`config.mk`:
```
export PLATFORM = sky130hd
export DESIGN_NAME = atthp_host_port
export DESIGN_NICKNAME = d
export VERILOG_FILES = /design/src/atthp_pkg.sv /design/src/atthp_host_port.sv
export VERILOG_INCLUDE_DIRS = /design/src
export SDC_FILE = /design/constraint.sdc
export NUM_CORES = 1
export LEC_CHECK = 0
export ABC_CLOCK_PERIOD_IN_PS = 2400
export BUFFER_PORTS_ARGS = -buffer_cell sky130_fd_sc_hd__buf_2
export CORE_UTILIZATION = 40
export DETAILED_ROUTE_END_ITERATION = 8
export PLACE_DENSITY = 0.65
export SYNTH_ARGS = -nofsm -noshare
export SYNTH_HDL_FRONTEND = slang
export SYNTH_SLANG_ARGS = --single-unit
```
`constraint.sdc`:
```
create_clock -name clk -period 2.4 [get_ports clk]
set_clock_uncertainty 0.1 [all_clocks]
set_input_delay 0.12 -clock clk [delete_from_list [all_inputs] [get_ports clk]]
set_output_delay 0.12 -clock clk [all_outputs]
set_load 0.01 [all_outputs]
```
`src/atthp_map.svh`:
```
`ifndef ATTHP_MAP_SVH
`define ATTHP_MAP_SVH

// Register select line values.
`define ATTHP_RS_DATA 1'b0
`define ATTHP_RS_CONTROL 1'b1

// First control register bit positions.
`define ATTHP_CRA_TONE 0
`define ATTHP_CRA_MODE 1
`define ATTHP_CRA_IRQ 2
`define ATTHP_CRA_STEER 3

// Second control register bit positions.
`define ATTHP_CRB_BURST_OFF 0
`define ATTHP_CRB_RX_OFF 1
`define ATTHP_CRB_SINGLE 2
`define ATTHP_CRB_COLUMN 3

// Status register bit positions.
`define ATTHP_ST_IRQ 0
`define ATTHP_ST_TX_EMPTY 1
`define ATTHP_ST_RX_FULL 2
`define ATTHP_ST_DELAYED 3

// Reset values.
`define ATTHP_CRA_RESET 4'h0
`define ATTHP_CRB_RESET 4'h0
`define ATTHP_HOST_IDLE 8'h80
`define ATTHP_CTRL_IDLE 7'h00

// Stages between a latched host write and the transceiver controls.
`define ATTHP_CTRL_STAGES 2

`endif

```
`src/atthp_pkg.sv`:
```
package atthp_pkg;

  // Host pins as sampled on the clock.
  typedef struct packed {
    logic csN;
    logic strobe;
    logic direction;
    logic regSelect;
    logic [3:0] data;
  } atthp_host_s;

  // Settings handed to the transmitter and receiver.
  typedef struct packed {
    logic toneOutputEnable;
    logic progressModeSelect;
    logic interruptEnable;
    logic burstEnable;
    logic receiverDisable;
    logic singleTone;
    logic columnTone;
  } atthp_ctrl_s;

  // Events and levels from the transmitter and receiver.
  typedef struct packed {
    logic digitValid;
    logic toneAbsent;
    logic txReady;
    logic cpSquare;
    logic [3:0] digitCode;
  } atthp_xcvr_s;

  // Access state, which also holds the detected bus style.
  typedef enum logic [1:0] {
    ATTHP_IDLE = 2'b00,
    ATTHP_STROBE_DIR = 2'b01,
    ATTHP_SEPARATE_RW = 2'b10
  } atthp_access_e;

endpackage : atthp_pkg

```
`src/atthp_host_port.sv`:
```
`timescale 1ns/1ps
`default_nettype none
`include "atthp_map.svh"

module atthp_host_port #(
  parameter int CTRL_STAGES = `ATTHP_CTRL_STAGES
) (
  input wire logic clk,
  input wire logic sys_rst,
  input wire atthp_pkg::atthp_host_s hostBus,
  input wire atthp_pkg::atthp_xcvr_s xcvr,
  output logic [3:0] dataOut,
  output logic dataOe,
  output atthp_pkg::atthp_ctrl_s ctrl,
  output logic [3:0] toneCode,
  output logic toneLoad,
  output logic interruptProgressPinOut,
  output logic interruptProgressPinOe
);

  // True while the pins show the write phase of an access.
  function automatic logic writePhase(
    input atthp_pkg::atthp_access_e style,
    input atthp_pkg::atthp_host_s h
  );
    logic r;
    r = 1'b0;
    if (style == atthp_pkg::ATTHP_STROBE_DIR) begin
      r = ~h.csN & h.strobe & ~h.direction;
    end else if (style == atthp_pkg::ATTHP_SEPARATE_RW) begin
      r = ~h.csN & ~h.direction;
    end
    return r;
  endfunction : writePhase

  // True while the pins show the read phase of an access.
  function automatic logic readPhase(
    input atthp_pkg::atthp_access_e style,
    input atthp_pkg::atthp_host_s h
  );
    logic r;
    r = 1'b0;
    if (style == atthp_pkg::ATTHP_STROBE_DIR) begin
      r = ~h.csN & h.strobe & h.direction;
    end else if (style == atthp_pkg::ATTHP_SEPARATE_RW) begin
      r = ~h.csN & ~h.strobe;
    end
    return r;
  endfunction : readPhase

  atthp_pkg::atthp_host_s hostPrev;
  atthp_pkg::atthp_access_e accessState;
  logic accessDone;
  logic regLatch;
  logic csFall;
  logic csRise;
  logic wrCommit;
  logic rdEnd;
  logic rdNow;
  logic [3:0] controlFirst;
  logic [3:0] controlSecond;
  logic secondControlSteer;
  logic [3:0] digitCodeReceive;
  logic txEmpty;
  logic rxFull;
  logic delayedSteer;
  logic [3:0] transceiverState;
  logic cpMode;
  atthp_pkg::atthp_ctrl_s next_ctrl;
  atthp_pkg::atthp_ctrl_s ctrlPipe [CTRL_STAGES];

  // Previous pin sample; edges are found against it.
  always_ff @(posedge clk or posedge sys_rst) begin
    if (sys_rst) begin
      hostPrev <= `ATTHP_HOST_IDLE;
    end else begin
      hostPrev <= hostBus;
    end
  end

  assign csFall = hostPrev.csN & ~hostBus.csN;
  assign csRise = ~hostPrev.csN & hostBus.csN;

  // Bus style is chosen from the strobe pin at the select fall.
  always_ff @(posedge clk or posedge sys_rst) begin
    if (sys_rst) begin
      accessState <= atthp_pkg::ATTHP_IDLE;
    end else begin
      case (accessState)
        atthp_pkg::ATTHP_IDLE: begin
          if (csFall) begin
            if (hostBus.strobe) begin
              accessState <= atthp_pkg::ATTHP_SEPARATE_RW;
            end else begin
              accessState <= atthp_pkg::ATTHP_STROBE_DIR;
            end
          end
        end
        atthp_pkg::ATTHP_STROBE_DIR, atthp_pkg::ATTHP_SEPARATE_RW: begin
          if (csRise) begin
            accessState <= atthp_pkg::ATTHP_IDLE;
          end
        end
        default: begin
          accessState <= atthp_pkg::ATTHP_IDLE;
        end
      endcase
    end
  end

  // A phase ends when its strobe drops or select rises, whichever is first.
  // The done flag stops a second commit if both happen in one access.
  // single access qualifier.
  assign wrCommit = (accessState != atthp_pkg::ATTHP_IDLE) & ~accessDone &
                    writePhase(accessState, hostPrev) & ~writePhase(accessState, hostBus);
  assign rdEnd = (accessState != atthp_pkg::ATTHP_IDLE) & ~accessDone &
                 readPhase(accessState, hostPrev) & ~readPhase(accessState, hostBus);
  assign rdNow = readPhase(accessState, hostBus) & readPhase(accessState, hostPrev);

  // One commit per select cycle.
  always_ff @(posedge clk or posedge sys_rst) begin
    if (sys_rst) begin
      accessDone <= 1'b0;
    end else if (csFall) begin
      accessDone <= 1'b0;
    end else if (wrCommit | rdEnd) begin
      accessDone <= 1'b1;
    end
  end

  // Every access takes the address at the select fall; strobe/direction buses
  // take it again, stable, when the data strobe rises.
  always_ff @(posedge clk or posedge sys_rst) begin
    if (sys_rst) begin
      regLatch <= `ATTHP_RS_DATA;
    end else begin
      if (csFall) begin
        regLatch <= hostBus.regSelect;
      end else if (accessState == atthp_pkg::ATTHP_STROBE_DIR &&
                   hostBus.strobe && !hostPrev.strobe) begin
        regLatch <= hostBus.regSelect;
      end
    end
  end

  // Transmit code register; write data is taken from the last phase sample.
  always_ff @(posedge clk or posedge sys_rst) begin
    if (sys_rst) begin
      toneCode <= 4'h0;
      toneLoad <= 1'b0;
    end else begin
      toneLoad <= 1'b0;
      if (wrCommit && regLatch == `ATTHP_RS_DATA) begin
        toneCode <= hostPrev.data;
        toneLoad <= 1'b1;
      end
    end
  end

  // Both control registers sit behind one address; the steer flag picks.
  always_ff @(posedge clk or posedge sys_rst) begin
    if (sys_rst) begin
      controlFirst <= `ATTHP_CRA_RESET;
      controlSecond <= `ATTHP_CRB_RESET;
      secondControlSteer <= 1'b0;
    end else begin
      if (wrCommit && regLatch == `ATTHP_RS_CONTROL) begin
        if (secondControlSteer) begin
          controlSecond <= hostPrev.data;
          secondControlSteer <= 1'b0;
        end else begin
          controlFirst <= hostPrev.data;
          secondControlSteer <= hostPrev.data[`ATTHP_CRA_STEER];
        end
      end
    end
  end

  assign cpMode = controlFirst[`ATTHP_CRA_MODE];

  // Receive code register follows validated digits, not host strobes.
  always_ff @(posedge clk or posedge sys_rst) begin
    if (sys_rst) begin
      digitCodeReceive <= 4'h0;
    end else begin
      if (xcvr.digitValid && !cpMode) begin
        digitCodeReceive <= xcvr.digitCode;
      end
    end
  end

  // The transmit and receive flags are set by transceiver events and cleared by a status read, and the burst-off
  // bit holds the transmit flag clear; a set in the cycle of a clearing read wins.
  always_ff @(posedge clk or posedge sys_rst) begin
    if (sys_rst) begin
      txEmpty <= 1'b0;
    end else begin
      if (controlSecond[`ATTHP_CRB_BURST_OFF]) begin
        txEmpty <= 1'b0;
      end else if (xcvr.txReady) begin
        txEmpty <= 1'b1;
      end else if (rdEnd && regLatch == `ATTHP_RS_CONTROL) begin
        txEmpty <= 1'b0;
      end
    end
  end

  // Receive full flag.
  always_ff @(posedge clk or posedge sys_rst) begin
    if (sys_rst) begin
      rxFull <= 1'b0;
    end else begin
      if (xcvr.digitValid && !cpMode) begin
        rxFull <= 1'b1;
      end else if (rdEnd && regLatch == `ATTHP_RS_CONTROL) begin
        rxFull <= 1'b0;
      end
    end
  end

  // Delayed steering follows tone absence and presence.
  always_ff @(posedge clk or posedge sys_rst) begin
    if (sys_rst) begin
      delayedSteer <= 1'b0;
    end else begin
      if (xcvr.toneAbsent && !cpMode) begin
        delayedSteer <= 1'b1;
      end else if (xcvr.digitValid && !cpMode) begin
        delayedSteer <= 1'b0;
      end
    end
  end

  // Status word is built live at every read.
  always_comb begin
    transceiverState = 4'h0;
    transceiverState[`ATTHP_ST_IRQ] = txEmpty | rxFull;
    transceiverState[`ATTHP_ST_TX_EMPTY] = txEmpty;
    transceiverState[`ATTHP_ST_RX_FULL] = rxFull;
    transceiverState[`ATTHP_ST_DELAYED] = delayedSteer;
  end

  // Read data waits one cycle into the phase so the late address on a
  // strobe/direction bus has settled before the pins are driven.
  always_ff @(posedge clk or posedge sys_rst) begin
    if (sys_rst) begin
      dataOut <= 4'h0;
      dataOe <= 1'b0;
    end else begin
      dataOe <= rdNow;
      if (regLatch == `ATTHP_RS_CONTROL) begin
        dataOut <= transceiverState;
      end else begin
        dataOut <= digitCodeReceive;
      end
    end
  end

  // Control word as the transceiver sees it.
  always_comb begin
    next_ctrl = `ATTHP_CTRL_IDLE;
    next_ctrl.toneOutputEnable = controlFirst[`ATTHP_CRA_TONE];
    next_ctrl.progressModeSelect = controlFirst[`ATTHP_CRA_MODE];
    next_ctrl.interruptEnable = controlFirst[`ATTHP_CRA_IRQ];
    next_ctrl.receiverDisable = controlSecond[`ATTHP_CRB_RX_OFF];
    if (controlFirst[`ATTHP_CRA_TONE]) begin
      next_ctrl.burstEnable = ~controlSecond[`ATTHP_CRB_BURST_OFF];
      next_ctrl.singleTone = controlSecond[`ATTHP_CRB_SINGLE];
      next_ctrl.columnTone = controlSecond[`ATTHP_CRB_COLUMN];
    end
  end

  // Staging keeps a half-written pair of registers from glitching the
  // transmitter; the cost is a fixed lag on every setting.
  always_ff @(posedge clk or posedge sys_rst) begin
    if (sys_rst) begin
      for (int i = 0; i < CTRL_STAGES; i++) begin
        ctrlPipe[i] <= `ATTHP_CTRL_IDLE;
      end
      ctrl <= `ATTHP_CTRL_IDLE;
    end else begin
      ctrlPipe[0] <= next_ctrl;
      for (int i = 1; i < CTRL_STAGES; i++) begin
        ctrlPipe[i] <= ctrlPipe[i - 1];
      end
      ctrl <= ctrlPipe[CTRL_STAGES - 1];
    end
  end

  // Open-drain pin: only ever pulled low, so the data bit stays zero.
  always_ff @(posedge clk or posedge sys_rst) begin
    if (sys_rst) begin
      interruptProgressPinOut <= 1'b0;
      interruptProgressPinOe <= 1'b0;
    end else begin
      interruptProgressPinOut <= 1'b0;
      if (!ctrlPipe[CTRL_STAGES - 1].interruptEnable) begin
        interruptProgressPinOe <= 1'b0;
      end else if (ctrlPipe[CTRL_STAGES - 1].progressModeSelect) begin
        interruptProgressPinOe <= ~xcvr.cpSquare;
      end else begin
        interruptProgressPinOe <= txEmpty | rxFull;
      end
    end
  end

endmodule : atthp_host_port
`default_nettype wire

```
==> results.md <==
- Sorting the synthesized cells by area gives the leading types as dfrtp_1 (69%), mux2_2 (11%), ha_1 (1.8%).
- With fillers left out, the area of the finished cells amounts to 2770 µm².
- The initial antenna violation count is 0.
- The number of detailed-routing iterations run before antenna repair is 4.
- The layout overhead on the synthesized area is 33.6%.
- The non-filler instance count after layout is 278.
- The global-route usage over all layers is 15.6%.
- The placement row count is 25.
- The count of nets left with antenna violations once routing finished came out at 0.
- The most common cell in the netlist is dfrtp_1.
- Counting instances, the worst hold path has a depth of 3.
- The core area is 4850 µm².
- In the global route stage, met3 resource usage came out at 5.69%.
- Prior to clock tree synthesis, the placed netlist has a worst setup slack of 0.0586 ns.
- Of all nets on the critical path, the largest fanout is 5.
- The delay of the slowest cell on the worst path is 0.54 ns.
- The worst reg-to-reg setup slack is 0.1 ns.
- The floorplan step set the die width to 74.1 µm.
- Detailed placement ended at an HPWL of 2480 µm.
- After Yosys synthesis, and, or, nand and nor cells account for 8.31% of the synthesized area.
- The switching fraction of total power is 26.1%.
- In this run the power spent charging and discharging nets is 0.756 mW.
- The area enclosed by the die boundary is 5480 µm².
- The critical path goes through inv_1 > ha_2 > or4_4 > a221oi_4 > nor2b_1 > buf_4 > mux2_2.
- The internal portion of the total power is 2.14 mW.
- The busiest metal layer after global routing is met2.
- The routed design has 3690 µm of wire.
- The ratio of cells with drive above 1 in the final layout is 39.3%.
- After Yosys synthesis, full adders, half adders and majority gates account for 1.81% of the synthesized area.
- STA classifies the critical path endpoint as a flip-flop.
- Yosys mapped a number of flops with a built-in enable equal to 0.
- The number of global-route vias before repair is 1283.
- The global-route wire length before repair is 5900 µm.
- Synthesis produced a netlist with a net count of 162.
- The biggest area consumer among synthesized cells is dfrtp_1.
- In this run the critical register-to-register path is captured at toneCode[3].
- In this run the worst hold path is classified as in -> reg.
- During synthesis, Yosys emitted a total of 0 warnings.
- The run finished with clean final reports.
- The clock passes through at most 2 buffers.
- The share of the clock period used by the worst path after layout is 95.9%.
- The port buffer count is 35.
- In this run, the clock network consumes 34.7% of the power.
- The clock latency on the worst-skew pair is 0.33 ns.
- In this run the power density over the cells is 1050 nW/µm².
- The proportion of power drawn by combinational gates is 19.0%.
- The total placed cells including tap cells is 244.
- Entering global routing, the biggest net connects 38 pins.
- The most used flip-flop cell after synthesis is dfrtp_1.
- The CTS tree is built.
- Of the total synthesized cell area, the portion taken by XOR and XNOR cells is 0%.
- The starting DRC count in detailed routing is 44.
- In this design, the largest share of critical-path delay is due to simple AND/OR/NAND/NOR gates.
- For this run, asynchronously set or reset flops after synthesis account for 100%.
- The post-detailed-route wirelength per cell is 13.3 µm.
- After synthesis, flip-flops and latches occupy 69.9% of the total area.
- The global routing met2 resource utilization is 23.2%.
- The max-capacitance violation count is 0.
- The starting density of the core is 42.8%.
- The mapped netlist covers 2080 µm².
- Sequential cells burn 46.3% of the power.
- The dominant combinational cell family by area after synthesis is multiplexers.
- The number of cells on the worst reg-to-reg path is 7.
- Measured against the total synthesized area, the mux share comes to 11.4%.
- The startpoint kind of the worst setup timing path is a flip-flop.
- The post-CTS clock slew at the launch and capture registers of the worst setup and hold paths is 0.06 ns.
- The clock tree synthesis step divided the H-tree into 3 levels.
- The worst path needs 2.30 ns of the cycle, external delays included.
- For the worst setup path, the data required time is 2.52 ns.
- The start of the worst register-to-register path is accessState[1].
- STA puts the critical path data arrival time at 2.42 ns.
- The average cell area after synthesis is 14.7 µm².
- The CTS sink count is 58.
- The total overflow reported by the global router is 0.
- At the end of routability-driven placement, the weighted congestion stood at 0.802.
- The worst setup path is of the reg -> reg kind.
- The clock root buffer is clkbuf_8.
- In the global route stage, met1 resource usage came out at 19.4%.
- The diode insertion count for antenna repair is 0.
- Setup total negative slack on the finished layout was measured at 0 ns.
- Summing all placed instances gives a cell area of 2360 µm².
- Counting every instance in the synthesized netlist gives 141.
- In this run the biggest area consumer among cell types represents 68.7% of the synthesized area.
- The average vias per placed instance is 4.67.
- The combined buffer and inverter count along the critical path is 2.
- On the critical path, the stage with the largest delay is an instance of or4_4.
- The max-slew violation count was 0.
- Summed over all cells, the static leakage comes to 1.35 nW.
- The startpoint of the most critical hold path is xcvr[7].
- 37 I/O pins were placed.
- The final routed DRC violation total is 0.
- The synthesized-area fraction occupied by ao, oa, aoi and oai cells is 6.14%.
- By count the netlist is led by dfrtp_1 (57), mux2_2 (20), nand2_1 (9), inv_1 (6), nor2_1 (6).
- The number of buffers inserted during clock tree synthesis is 9.
- Setup slack on the critical path of the routed design comes to 0.0982 ns.
- The final net count is 227.
- Across the VDD grid, the largest voltage drop is 0.000565 V.
- The number of different library cells used by synthesis comes to 33.
- Setup repair after global routing left no endpoint under its margin.
- The die height is 74.1 µm.
- The achievable clock frequency is 434 MHz.
- The overall via count from detail_route is 1299.
- Setup violations remaining at the end of the flow were counted as 0.
- The worst hold path terminates at delayedSteer.
- The flop and latch count out of synthesis is 58.
- The number of hold-slack violations in the final timing report came to 0.
==> per-stage QoR <==
| stage | hold slack (ns) | util [%] | power [mW] |
|---|---|---|---|
| floorplan | 0.0245 | - | 1.67 |
| global placement | 0.0653 | 48.7 | 1.85 |
| detailed placement | 0.0708 | 48.7 | 1.89 |
| CTS | 0.133 | 56.7 | 2.93 |
| global route | 0.146 | 57.2 | 3.06 |
| finish | 0.137 | 57.2 | 2.90 |
==> cells in the final DEF (no fill, tap or decap), types with 3 or more instances in the layout <==
cell type	n
dfrtp_1	57
buf_2	35
mux2_2	20
dlygate4sd3_1	16
clkbuf_8	11
nand2_1	9
nor2_1	6
buf_4	6
inv_1	5
nor2b_1	4
a21oi_1	3
o21ai_0	3
==> sequential cells by signal, summed over array words and instances (netlist names), 2 cells and up <==
register          cells
accessState           2
controlFirst          3
controlSecond         4
ctrl                  7
ctrlPipe             14
dataOut               4
digitCodeReceive      4
hostPrev              7
toneCode              4
==> area by class of cell <==
cell class              count  area (µm²)
repair buffers             58         400
flip-flops and latches     58        1450
clock inverters             4        73.8
well taps                  67        83.8
multi-input cells          73         586
inverters                   6        22.5
clock buffers              12         155
fillers                   414        2070
==> metal layers <==
layer | vias up | wire length [µm]
met5 | - | 0
met4 | 0 | 88
met3 | 9 | 183
met2 | 40 | 1730
met1 | 637 | 1690
li1 | 613 | -
==> cell families after synthesis <==
kind of cell	after synthesis
flops	58
simple gates	32
mux	21
compound gates	16
buf+inv	10
fa+ha+maj	3
other cells	1
==> power groups by stage <==
| stage | logic (mW) | clock network, mW | registers [mW] |
|---|---|---|---|
| 4_1_cts | 0.545 | 1.03 | 1.35 |
| 2_1_floorplan | 0.313 | 0 | 1.36 |
| 5_1_grt | 0.604 | 1.08 | 1.37 |
| 3_5_place_dp | 0.523 | 0 | 1.36 |
| 3_3_place_gp | 0.504 | 0 | 1.34 |
| 6_report | 0.550 | 1.01 | 1.34 |
==> how the worst max path moves through the flow <==
stage	cells past startpoint	startpoint	slack [ns]	endpoint
after global placement	7	accessState[0]	0.12	toneCode[3]
after detailed placement	7	accessState[0]	0.06	controlSecond[1]
final	7	accessState[1]	0.1	toneCode[3]
after CTS	7	accessState[0]	0.05	toneCode[0]
after floorplan	7	accessState[0]	0.13	toneCode[1]
after global routing	8	accessState[0]	0.002	controlFirst[2]
==> worst reg2reg max path, cell delays in order, from the launching register on <==
cell	delay, ns
dfrtp_1	0.39
inv_1	0.08
ha_2	0.18
or4_4	0.54
a221oi_4	0.23
nor2b_1	0.17
buf_4	0.15
mux2_2	0.33
==> repair_timing <==
item                       4_1_cts  5_1_grt
hold buffers                    16        0
setup endpoints to repair        0       11
setup buffers                    0        2
gates resized for setup          0        2
hold endpoints to repair        36        0
No activity file was read; power rests on OpenSTA's default activity.
